## src/spbic_map.svh

```systemverilog
// Function
// - Sine 5-50 kHz from 32x9 pattern memory
// - Sine period equals M system clocks
// - Sample counter steps every N clocks
// - Half-cycle pattern fetched from 40H-7FH
// - Low byte even address, bit 8 odd
// - CPU pattern access blocked while enabled
// - Samples delivered in order to 10-bit DAC
// - sine_enable bit 7; clear powers down DAC
// - bias_divider_enable bit 4 powers bias divider
// - Divider N equals field plus one
// - half_cycle_samples equals field plus one
// - amp_disable_n bit 7 low enables amplifiers
// - Gain codes 1-10 select gain, others unity
// - Switch bit n closes meas switch n
// - Reference DAC code passed to analog DAC
// - peak_filter_enable powers comparator and PMOS
// - Filter bits 1,0 drive discharge switches
// - Unimplemented bits read zero
`ifndef SPBIC_MAP_SVH
`define SPBIC_MAP_SVH

`define SPBIC_OFS_SINE_GEN_CTRL 12'h000
`define SPBIC_OFS_SINE_DIVIDER_N 12'h004
`define SPBIC_OFS_HALF_CYCLE_COUNT 12'h008
`define SPBIC_OFS_AMP_CTRL 12'h00C
`define SPBIC_OFS_SWITCH_CTRL 12'h010
`define SPBIC_OFS_REF_DAC_CODE 12'h014
`define SPBIC_OFS_FILTER_CTRL 12'h018
`define SPBIC_PAT_WIN_PAGE 4'h1
`define SPBIC_PAT_FIRST 8'h40
`define SPBIC_PAT_LAST 8'h7F

`define SPBIC_MASK_SINE_GEN_CTRL 8'h90
`define SPBIC_MASK_SINE_DIVIDER_N 8'h3F
`define SPBIC_MASK_HALF_CYCLE_COUNT 8'h1F
`define SPBIC_MASK_AMP_CTRL 8'h8F
`define SPBIC_MASK_SWITCH_CTRL 8'hFF
`define SPBIC_MASK_REF_DAC_CODE 8'h3F
`define SPBIC_MASK_FILTER_CTRL 8'h83
`define SPBIC_RST_REG 8'h00

`define SPBIC_BIT_SINE_EN 7
`define SPBIC_BIT_BIAS_EN 4
`define SPBIC_BIT_AMP_DIS_N 7
`define SPBIC_BIT_FILT_EN 7
`define SPBIC_BIT_DISCH_B 1
`define SPBIC_BIT_DISCH_A 0

`define SPBIC_GAIN_MAX 4'hA
`define SPBIC_GAIN_UNITY 4'h0
`define SPBIC_DAC_MID 10'h200
`define SPBIC_DAC_MIRROR 10'h1FF

`endif

```

## src/spbic_pkg.sv

```systemverilog
`default_nettype none
package spbic_pkg;

    typedef struct packed {
        logic read;
        logic write;
        logic [11:0] address;
        logic [3:0] byteenable;
        logic [31:0] writedata;
    } spbic_avm_req_t;

    typedef struct packed {
        logic waitrequest;
        logic [31:0] readdata;
    } spbic_avm_rsp_t;

    typedef struct packed {
        logic [7:0] sine_gen_ctrl;
        logic [7:0] sine_divider_n;
        logic [7:0] half_cycle_count;
        logic [7:0] amp_ctrl;
        logic [7:0] switch_ctrl;
        logic [7:0] ref_dac_code;
        logic [7:0] filter_ctrl;
    } spbic_regs_t;

    typedef struct packed {
        logic sine_buffer_amp_en;
        logic sine_dac_en;
        logic bias_divider_en;
        logic meas_amp_a_en;
        logic diff_amp_en;
        logic ref_dac_en;
        logic [3:0] diff_gain_sel;
        logic [5:0] ref_dac_level;
        logic [7:0] meas_switches;
        logic peak_comparator_en;
        logic peak_pmos_en;
        logic discharge_switch_a;
        logic discharge_switch_b;
    } spbic_analog_t;

    typedef enum logic [1:0] {
        SPBIC_GEN_IDLE = 2'b00,
        SPBIC_GEN_RUN = 2'b01
    } spbic_gen_st_t;

endpackage
`default_nettype wire

```

## src/spbic_pattern_ram.sv

```systemverilog
`timescale 1ns/1ps
`default_nettype none
module spbic_pattern_ram #(
    parameter int AW = 6,
    parameter int DEPTH = 64
) (
    input wire logic clk_sys,
    input wire logic srst,
    input wire logic wr_en,
    input wire logic [AW-1:0] wr_addr,
    input wire logic [7:0] wr_data,
    input wire logic [AW-1:0] rd_addr_a,
    input wire logic [AW-1:0] rd_addr_b,
    output logic [7:0] rd_data_a,
    output logic [7:0] rd_data_b
);
    typedef struct packed {
        logic [DEPTH-1:0][7:0] mem;
    } spbic_ram_st_t;

    spbic_ram_st_t q;
    spbic_ram_st_t d;

    if (DEPTH != (1 << AW)) begin : g_bad_depth
        $error("pattern memory depth must be two to the address width");
    end

    always_comb begin
        d = q;
        if (wr_en) begin
            d.mem[wr_addr] = wr_data;
        end
    end

    // Cleared at reset so a never-loaded pattern plays codes 512 then 511 around mid-scale
    always_ff @(posedge clk_sys) begin
        if (srst) begin
            q <= '0;
        end else begin
            q <= d;
        end
    end

    assign rd_data_a = q.mem[rd_addr_a];
    assign rd_data_b = q.mem[rd_addr_b];
endmodule // spbic_pattern_ram
`default_nettype wire

```

## src/spbic_top.sv

```systemverilog
`timescale 1ns/1ps
`default_nettype none
`include "spbic_map.svh"
module spbic_top #(
    parameter int DIV_W = 6,
    parameter int LEN_W = 5
) (
    input wire logic clk_sys,
    input wire logic srst,
    input wire spbic_pkg::spbic_avm_req_t avm_req,
    output spbic_pkg::spbic_avm_rsp_t avm_rsp,
    output spbic_pkg::spbic_analog_t analog_ctrl,
    output logic [9:0] sine_dac_code,
    output logic sample_strobe
);
    localparam int IDX_W = LEN_W + 1;
    // Span of the shared region that holds the half-cycle pattern
    localparam int PAT_SPAN = `SPBIC_PAT_LAST - `SPBIC_PAT_FIRST + 1;

    if (DIV_W < 1 || DIV_W > 6) begin : g_bad_div
        $error("divider field width must be 1 to 6");
    end
    if (LEN_W < 1 || LEN_W > 5) begin : g_bad_len
        $error("half-cycle field width must be 1 to 5");
    end
    // Two bytes per sample, so the region must cover every index
    if (PAT_SPAN < (1 << IDX_W)) begin : g_bad_span
        $error("pattern region too small for the half-cycle length");
    end

    // Whole state in one word: bus answer, registers and generator
    typedef struct packed {
        spbic_pkg::spbic_regs_t regs;
        spbic_pkg::spbic_gen_st_t gen;
        logic [DIV_W-1:0] div_cnt;
        logic [IDX_W-1:0] idx;
        logic [9:0] dac;
        logic stb;
        logic ack;
        logic [31:0] rdata;
    } spbic_top_st_t;

    localparam spbic_top_st_t ST_RST = '{
        regs: '{
            sine_gen_ctrl: `SPBIC_RST_REG,
            sine_divider_n: `SPBIC_RST_REG,
            half_cycle_count: `SPBIC_RST_REG,
            amp_ctrl: `SPBIC_RST_REG,
            switch_ctrl: `SPBIC_RST_REG,
            ref_dac_code: `SPBIC_RST_REG,
            filter_ctrl: `SPBIC_RST_REG
        },
        gen: spbic_pkg::SPBIC_GEN_IDLE,
        div_cnt: '0,
        idx: '0,
        dac: `SPBIC_DAC_MID,
        stb: 1'b0,
        ack: 1'b0,
        rdata: '0
    };

    spbic_top_st_t q;
    spbic_top_st_t d;

    // Register fields and generator datapath
    logic sine_enable;
    logic bias_divider_enable;
    logic amp_disable_n;
    logic peak_filter_enable;
    logic [DIV_W-1:0] div_last;
    logic [LEN_W-1:0] len_field;
    logic [IDX_W-1:0] half_cycle_samples;
    logic [IDX_W-1:0] full_last;
    logic second_half;
    logic [IDX_W-1:0] pos;
    logic [IDX_W-1:0] gen_addr_lo;
    logic [IDX_W-1:0] gen_addr_hi;
    logic [8:0] sample;
    logic [9:0] sample_code;
    logic [3:0] gain_raw;
    logic [3:0] gain_sel;

    // Bus side
    logic bus_req;
    logic bus_taken;
    logic lane0;
    logic pat_hit;
    logic [IDX_W-1:0] cpu_idx;
    logic [7:0] reg_rd;
    logic [7:0] pat_rd;
    logic ram_wr;
    logic [IDX_W-1:0] ram_addr_a;
    logic [7:0] ram_data_a;
    logic [7:0] ram_data_b;

    assign sine_enable = q.regs.sine_gen_ctrl[`SPBIC_BIT_SINE_EN];
    assign bias_divider_enable =
        q.regs.sine_gen_ctrl[`SPBIC_BIT_BIAS_EN];
    assign amp_disable_n = q.regs.amp_ctrl[`SPBIC_BIT_AMP_DIS_N];
    assign peak_filter_enable =
        q.regs.filter_ctrl[`SPBIC_BIT_FILT_EN];

    // Divider counts 0..N-1 with N = field + 1
    // A field of zero gives one sample on every clock
    assign div_last = q.regs.sine_divider_n[DIV_W-1:0];

    // Half length = field + 1, full cycle = 2 x that
    assign len_field = q.regs.half_cycle_count[LEN_W-1:0];
    assign half_cycle_samples =
        IDX_W'({1'b0, len_field}) + IDX_W'(1);
    assign full_last = {len_field, 1'b1};

    // Second half replays the stored half from its start
    // Lengths changed mid-cycle may give one odd sample, never a stall
    assign second_half = (q.idx >= half_cycle_samples);
    assign pos = second_half ? q.idx - half_cycle_samples : q.idx;

    // Low byte at the even location, bit 8 at the odd one
    // Only bit 0 of the odd byte is used; its upper bits are ignored
    assign gen_addr_lo = {pos[LEN_W-1:0], 1'b0};
    assign gen_addr_hi = {pos[LEN_W-1:0], 1'b1};
    assign sample = {ram_data_b[0], ram_data_a};

    // Mirror about mid-scale: 512+s then 511-s keeps symmetry exact
    always_comb begin
        if (second_half) begin
            sample_code = `SPBIC_DAC_MIRROR - {1'b0, sample};
        end else begin
            sample_code = `SPBIC_DAC_MID + {1'b0, sample};
        end
    end

    // Codes outside 1..10 fall back to unity gain
    assign gain_raw = q.regs.amp_ctrl[3:0];
    always_comb begin
        if (gain_raw == 4'h0 || gain_raw > `SPBIC_GAIN_MAX) begin
            gain_sel = `SPBIC_GAIN_UNITY;
        end else begin
            gain_sel = gain_raw;
        end
    end

    // Bus decode; only byte lane 0 carries data, other lanes are ignored
    // Pattern window: one byte per word, word k maps to pattern byte k
    assign bus_req = avm_req.read | avm_req.write;
    assign bus_taken = bus_req & q.ack;
    assign lane0 = avm_req.byteenable[0];
    assign pat_hit = (avm_req.address[11:8] == `SPBIC_PAT_WIN_PAGE) &&
        (avm_req.address[1:0] == 2'b00);
    assign cpu_idx = avm_req.address[IDX_W+1:2];

    // Unmapped offsets and the pattern window read zero here
    always_comb begin
        case (avm_req.address)
            `SPBIC_OFS_SINE_GEN_CTRL: begin
                reg_rd = q.regs.sine_gen_ctrl;
            end
            `SPBIC_OFS_SINE_DIVIDER_N: begin
                reg_rd = q.regs.sine_divider_n;
            end
            `SPBIC_OFS_HALF_CYCLE_COUNT: begin
                reg_rd = q.regs.half_cycle_count;
            end
            `SPBIC_OFS_AMP_CTRL: begin
                reg_rd = q.regs.amp_ctrl;
            end
            `SPBIC_OFS_SWITCH_CTRL: begin
                reg_rd = q.regs.switch_ctrl;
            end
            `SPBIC_OFS_REF_DAC_CODE: begin
                reg_rd = q.regs.ref_dac_code;
            end
            `SPBIC_OFS_FILTER_CTRL: begin
                reg_rd = q.regs.filter_ctrl;
            end
            default: begin
                reg_rd = 8'h00;
            end
        endcase
    end

    // Generator owns the pattern memory while running
    always_comb begin
        if (pat_hit && !sine_enable) begin
            pat_rd = ram_data_a;
        end else begin
            pat_rd = 8'h00;
        end
    end

    assign ram_wr = bus_taken & avm_req.write & lane0 & pat_hit &
        ~sine_enable;
    // Port a is shared: while running the bus index is ignored, so a CPU
    // access can never disturb the sample being played
    assign ram_addr_a = sine_enable ? gen_addr_lo : cpu_idx;

    // Flop storage read combinationally, so no extra bus wait state
    spbic_pattern_ram #(
        .AW(IDX_W),
        .DEPTH(1 << IDX_W)
    ) u_pattern_ram (
        .clk_sys(clk_sys),
        .srst(srst),
        .wr_en(ram_wr),
        .wr_addr(cpu_idx),
        .wr_data(avm_req.writedata[7:0]),
        .rd_addr_a(ram_addr_a),
        .rd_addr_b(gen_addr_hi),
        .rd_data_a(ram_data_a),
        .rd_data_b(ram_data_b)
    );

    always_comb begin
        d = q;
        d.stb = 1'b0;

        // One wait cycle, then the request completes
        // Read data is captured then and stands until the next read
        if (bus_req && !q.ack) begin
            d.ack = 1'b1;
            if (avm_req.read) begin
                d.rdata = {24'h000000, reg_rd | pat_rd};
            end
        end
        if (bus_taken) begin
            d.ack = 1'b0;
        end

        // Stored masked so unimplemented bits always read zero
        // A write with byte lane 0 off is dropped whole
        if (bus_taken && avm_req.write && lane0) begin
            case (avm_req.address)
                `SPBIC_OFS_SINE_GEN_CTRL: begin
                    d.regs.sine_gen_ctrl = avm_req.writedata[7:0] &
                        `SPBIC_MASK_SINE_GEN_CTRL;
                end
                `SPBIC_OFS_SINE_DIVIDER_N: begin
                    d.regs.sine_divider_n = avm_req.writedata[7:0] &
                        `SPBIC_MASK_SINE_DIVIDER_N;
                end
                `SPBIC_OFS_HALF_CYCLE_COUNT: begin
                    d.regs.half_cycle_count = avm_req.writedata[7:0] &
                        `SPBIC_MASK_HALF_CYCLE_COUNT;
                end
                `SPBIC_OFS_AMP_CTRL: begin
                    d.regs.amp_ctrl = avm_req.writedata[7:0] &
                        `SPBIC_MASK_AMP_CTRL;
                end
                `SPBIC_OFS_SWITCH_CTRL: begin
                    d.regs.switch_ctrl = avm_req.writedata[7:0] &
                        `SPBIC_MASK_SWITCH_CTRL;
                end
                `SPBIC_OFS_REF_DAC_CODE: begin
                    d.regs.ref_dac_code = avm_req.writedata[7:0] &
                        `SPBIC_MASK_REF_DAC_CODE;
                end
                `SPBIC_OFS_FILTER_CTRL: begin
                    // Reserved bit 4 is not stored
                    d.regs.filter_ctrl = avm_req.writedata[7:0] &
                        `SPBIC_MASK_FILTER_CTRL;
                end
                default: begin
                end
            endcase
        end

        // Settings changed while running apply from the next sample on
        case (q.gen)
            spbic_pkg::SPBIC_GEN_IDLE: begin
                // Counters start at zero so playback opens at index 0
                if (sine_enable) begin
                    d.gen = spbic_pkg::SPBIC_GEN_RUN;
                    d.div_cnt = '0;
                    d.idx = '0;
                end
            end
            spbic_pkg::SPBIC_GEN_RUN: begin
                if (!sine_enable) begin
                    // Park at mid-scale one clock after the output powers down
                    d.gen = spbic_pkg::SPBIC_GEN_IDLE;
                    d.dac = `SPBIC_DAC_MID;
                    d.div_cnt = '0;
                    d.idx = '0;
                end else if (q.div_cnt >= div_last) begin
                    // One sample every N clocks, 2 x half per period
                    d.div_cnt = '0;
                    d.dac = sample_code;
                    d.stb = 1'b1;
                    // Compare with >= so a shortened length restarts at once
                    if (q.idx >= full_last) begin
                        d.idx = '0;
                    end else begin
                        d.idx = q.idx + IDX_W'(1);
                    end
                end else begin
                    d.div_cnt = q.div_cnt + DIV_W'(1);
                end
            end
            default: begin
                d.gen = spbic_pkg::SPBIC_GEN_IDLE;
            end
        endcase
    end

    // Bus answer, registers and generator all share this one reset
    always_ff @(posedge clk_sys) begin
        if (srst) begin
            q <= ST_RST;
        end else begin
            q <= d;
        end
    end

    // Waitrequest is only high under a request, so an idle bus sees it low
    always_comb begin
        avm_rsp.waitrequest = bus_req & ~q.ack;
        avm_rsp.readdata = q.rdata;
    end
    assign sine_dac_code = q.dac;
    assign sample_strobe = q.stb;

    // Enables are plain register levels; no power sequencing is done here
    always_comb begin
        analog_ctrl.sine_buffer_amp_en = sine_enable;
        analog_ctrl.sine_dac_en = sine_enable;
        analog_ctrl.bias_divider_en = bias_divider_enable;
        // One bit, when high, powers down all three parts together
        analog_ctrl.meas_amp_a_en = ~amp_disable_n;
        analog_ctrl.diff_amp_en = ~amp_disable_n;
        analog_ctrl.ref_dac_en = ~amp_disable_n;
        // Illegal gain codes already arrive here as unity
        analog_ctrl.diff_gain_sel = gain_sel;
        analog_ctrl.ref_dac_level = q.regs.ref_dac_code[5:0];
        analog_ctrl.meas_switches = q.regs.switch_ctrl;
        analog_ctrl.peak_comparator_en = peak_filter_enable;
        analog_ctrl.peak_pmos_en = peak_filter_enable;
        analog_ctrl.discharge_switch_a =
            q.regs.filter_ctrl[`SPBIC_BIT_DISCH_A];
        analog_ctrl.discharge_switch_b =
            q.regs.filter_ctrl[`SPBIC_BIT_DISCH_B];
    end
endmodule // spbic_top
`default_nettype wire

```

## config.mk

```make
export PLATFORM = sky130hd
export DESIGN_NAME = spbic_top
export DESIGN_NICKNAME = d
export VERILOG_FILES = /design/src/spbic_pkg.sv /design/src/spbic_pattern_ram.sv /design/src/spbic_top.sv
export VERILOG_INCLUDE_DIRS = /design/src
export SDC_FILE = /design/constraint.sdc
export NUM_CORES = 2
export LEC_CHECK = 0
export BUFFER_PORTS_ARGS = -buffer_cell sky130_fd_sc_hd__clkbuf_2
export CORE_UTILIZATION = 55
export CTS_CLUSTER_DIAMETER = 60
export CTS_CLUSTER_SIZE = 16
export DETAILED_ROUTE_END_ITERATION = 8
export MAX_ROUTING_LAYER = met4
export PLACE_DENSITY = 0.78
export SYNTH_ARGS = -nofsm -noshare
export SYNTH_HDL_FRONTEND = slang
export SYNTH_SLANG_ARGS = --single-unit
```

## constraint.sdc

```tcl
create_clock -name clk_sys -period 6.9 [get_ports clk_sys]
set_input_delay 0.345 -clock clk_sys [delete_from_list [all_inputs] [get_ports clk_sys]]
set_output_delay 0.345 -clock clk_sys [all_outputs]
set_load 0.01 [all_outputs]
```

==> impl_summary.log <==
[metrics] input/output buffers: 72
[metrics] initial core utilization: 0.557
[metrics] synthesis warning total: 0
[metrics] total of cells resized after clock tree synthesis: 0
[metrics] Max rail drop VDD: 0.162 mV
[metrics] Filler Cells Inserted: 4,730
[metrics] unrepaired setup endpoints after global routing: no
[metrics] H-Tree Depth: 2
[metrics] number of routed nets with antenna violations: 0
[metrics] Post-Syn Area per Cell: 8.03 um^2
[metrics] master of the slowest instance on the critical path: sky130_fd_sc_hd__a2111oi_1
[metrics] Remaining DRCs: 0
[metrics] Fin Setup TNS: 0 ns
[metrics] Iter 0 DRT Violations: 4,454
[metrics] worst-path fanout max: 30
[metrics] area taken by multi-input logic gates: 16,000 um^2
[metrics] post-CTS setup buffers: 0
[metrics] Final nets: 3,557
[metrics] wire per inst: 23.7 um
[metrics] worst min path class: input port to flip-flop
[metrics] Worst Setup End Kind: flip-flop
[metrics] result of the run: finished clean
[metrics] Final Setup Violations: 0
[metrics] slack of the worst reg-to-reg path: 1.46 ns
[metrics] post-detail-place hpwl: 61.1 mm
[metrics] number of buffers added to fix hold violations after cts: 0
[metrics] number of placed instances with taps included: 4,122
[metrics] Critical path buffers and inverters: 2
[metrics] first-pass GRT wire length: 151 mm
[metrics] number of global-route vias before repair: 25,200
[metrics] top cell type by total area after synthesis: sky130_fd_sc_hd__dfxtp_1
[metrics] die area: 54,300 um^2
[metrics] critical path launch point type: flip-flop
[metrics] Worst Max-Slew Pin Slew: 1.44 ns
[metrics] number of enable flip-flop cells after synthesis: 0
[metrics] Max Transition Viols Final: 0
[metrics] critical path start-end classification: flip-flop to flip-flop
[metrics] number of CTS-inserted buffers: 47
[metrics] most used cell, CP: sky130_fd_sc_hd__a21oi_1
[metrics] Via Count: 27,800
[metrics] final RePlAce weighted congestion: 0.980
[metrics] time the worst path needs with I/O delays and setup: 5.44 ns
[metrics] CTS tree: done
[metrics] Max Freq: 184 MHz
[metrics] top cells by area in the synthesized netlist: sky130_fd_sc_hd__dfxtp_1 40%, sky130_fd_sc_hd__mux2i_1 12%, sky130_fd_sc_hd__nand2_1 7.2%
[metrics] cell type group with the largest total delay on the critical path: compound AO/OA/AOI/OAI gates
[metrics] non-filler instance count after layout: 4,197
[metrics] Main synth FF type: sky130_fd_sc_hd__dfxtp_1
[metrics] grt total ovfl: 0
[metrics] post-synthesis sequential element count: 580
[metrics] Core Rows: 84
[metrics] synthesized area: 29,300 um^2
[metrics] pin count of the biggest net entering global routing: 238
[metrics] Req. time, crit path: 7.41 ns
[metrics] cell count after synthesis: 3,652
[metrics] CP Cell Sequence: inv_1, ha_1, fa_1, a21bo_4, a21oi_4, nand2_1, buf_4, a21oi_1, a2111oi_0, nor4_1, a2111oi_1, a21oi_1, mux2i_1, o211ai_1
[metrics] clock latency on the worst-skew pair: 0.64 ns
[metrics] layout-stage area growth over the synthesis result: 5.61%
[metrics] Async SR Flop Fraction: 0
[metrics] total iterations of the first detailed-routing run: 9
[metrics] overall die width: 233 um
[metrics] area of all placed cells without fillers: 31,000 um^2
[metrics] number of antenna violations at the first check in global routing: 4
[metrics] total power per unit cell area: 211 nW/um^2
[metrics] fraction of the yosys area taken by sequential cells: 0.396
[metrics] total routing usage reported by global routing: 0.370
[metrics] post-CTS clock slew at the launch and capture registers of the worst setup and hold paths: 0.07 ns
[metrics] portion of the clock cycle consumed by the worst path in the final layout: 0.789
[metrics] number of distinct standard cells referenced by the synthesized netlist: 88
[metrics] leakage power summed over all cells: 10.1 nW
[metrics] storage element area: 11,600 um^2
[metrics] biggest cell delay along the critical path: 1.27 ns
[metrics] placeable core region: 52,700 um^2
[metrics] placed cell areas: 29,600 um^2
[metrics] Critical Path AT: 5.96 ns
[metrics] Power Total: 6.54 mW
[metrics] number of top-level design ports: 124
[metrics] CTS root buf: sky130_fd_sc_hd__clkbuf_16
[metrics] tightest hold margin: 0.0624 ns
[metrics] TritonCTS sink count: 580
[metrics] max-cap viol count: 0
[metrics] layout cell share with drive strength beyond 1: 0.0978
[metrics] maximum root-to-sink buffer count: 3
[metrics] detailed-route vias per instance: 6.62
[metrics] fraction of synthesized cell area taken by the top area cell type: 0.396
[metrics] die extent in y: 233 um
[metrics] number of endpoints with negative hold slack in the final report: 0
[metrics] worst rel slew slack: 0.0348
[metrics] worst clock skew on the final layout: 0.0336 ns
[metrics] drt total wl: 99.7 mm
## cells by family after synthesis
group	synth area share
and+or+nand+nor	0.220
AOI/OAI and AO/OA	0.155
DFF	0.396
buffers and inverters	0.0666
muxes	0.150
adders and majority gates	0.00964
xor gates and xnor gates	0.00299
other	0.000128
## sequential cells by signal, indices dropped and copies added, names as in the netlist
register         count
sine_dac_code       10
div_last             6
analog_ctrl         19
q                   14
full_last            5
gain_raw             4
u_pattern_ram.q    512
avm_rsp              8
amp_disable_n        1
sample_strobe        1
## Yosys cell counts, types with 29 or more instances
cell type,count
sky130_fd_sc_hd__buf_2,38
sky130_fd_sc_hd__buf_4,72
sky130_fd_sc_hd__and3_1,29
sky130_fd_sc_hd__nor3_1,29
sky130_fd_sc_hd__nor2_2,32
sky130_fd_sc_hd__clkbuf_1,235
sky130_fd_sc_hd__nand3_1,371
sky130_fd_sc_hd__a211oi_1,39
sky130_fd_sc_hd__nand2_1,565
sky130_fd_sc_hd__nor2_1,344
sky130_fd_sc_hd__buf_1,31
sky130_fd_sc_hd__dfxtp_1,580
sky130_fd_sc_hd__mux2i_1,342
sky130_fd_sc_hd__inv_1,40
sky130_fd_sc_hd__a21oi_1,395
sky130_fd_sc_hd__o21ai_0,87
sky130_fd_sc_hd__mux2_2,31
## metal layers
| layer | vias to the layer above | GRT usage | wire length (um) |
|---|---|---|---|
| met4 | 0 | 0.212 | 6340 |
| li1 | 12400 | - | - |
| met3 | 451 | 0.0896 | 12600 |
| met5 | - | - | 0 |
| met2 | 1883 | 0.545 | 43000 |
| met1 | 13100 | 0.462 | 37700 |
## report_power, final
part           switching, mW  leakage (nW)  internal, mW  total, mW
registers            0.00500          4.67          3.35       3.35
clock network           1.31         0.688          1.35       2.66
logic                  0.407          4.73         0.116      0.523
## cells in the final DEF, fill, tap and decap left out, types with 18 or more instances in the layout
cell                        Yosys  final
sky130_fd_sc_hd__nor2_1       344    338
sky130_fd_sc_hd__nand3_1      371    371
sky130_fd_sc_hd__and3_1        29     29
sky130_fd_sc_hd__conb_1         1     24
sky130_fd_sc_hd__nand2_1      565    564
sky130_fd_sc_hd__a211oi_1      39     39
sky130_fd_sc_hd__nor2b_1       23     22
sky130_fd_sc_hd__mux2i_1      342    342
sky130_fd_sc_hd__nor2_2        32     34
sky130_fd_sc_hd__clkbuf_2       2     68
sky130_fd_sc_hd__mux4_2        27     27
sky130_fd_sc_hd__a32oi_1       18     18
sky130_fd_sc_hd__inv_1         40     39
sky130_fd_sc_hd__a21oi_1      395    395
sky130_fd_sc_hd__o22ai_1       21     21
sky130_fd_sc_hd__buf_4         72     65
sky130_fd_sc_hd__nor3_1        29     24
sky130_fd_sc_hd__o211ai_1      23     23
sky130_fd_sc_hd__mux2_2        31     31
sky130_fd_sc_hd__o21ai_0       87     86
sky130_fd_sc_hd__ha_1          21     21
sky130_fd_sc_hd__a31oi_1       20     20
sky130_fd_sc_hd__dfxtp_1      580    579
sky130_fd_sc_hd__clkbuf_16      0     47
## worst paths after layout
| path | cells after the start | to | start |
|---|---|---|---|
| min | 4 | q[32] | avm_req[48] |
| max | 14 | sine_dac_code[1] | q[44] |
| min reg2reg | 2 | u_pattern_ram.q[503] | u_pattern_ram.q[503] |
| max reg2reg | 14 | sine_dac_code[1] | q[44] |
## per-stage QoR
step	setup WS [ns]	util
global route	1.25	0.588
finish	1.46	0.588
CTS	1.76	0.588
detailed placement	1.77	0.562
floorplan	3.23	-
global placement	1.82	0.562
## layout make-up
| type | count | area share |
|---|---|---|
| Clock buffer | 60 | 0.0411 |
| Inverter | 42 | 0.00509 |
| Tap cell | 688 | 0.0278 |
| Sequential cell | 580 | 0.375 |
| Timing Repair Buffer | 142 | 0.0319 |
| Clock inverter | 12 | 0.00420 |
| Antenna cell | 3 | 0.000242 |
| Multi-Input combinational cell | 2670 | 0.515 |
## worst min-delay path, stage by stage
cell	delay, ns
sky130_fd_sc_hd__clkbuf_2	0.09
sky130_fd_sc_hd__nor2_1	0.05
sky130_fd_sc_hd__xor2_1	0.12
sky130_fd_sc_hd__nor2_1	0.05
Power figures use the tool's default switching activity.
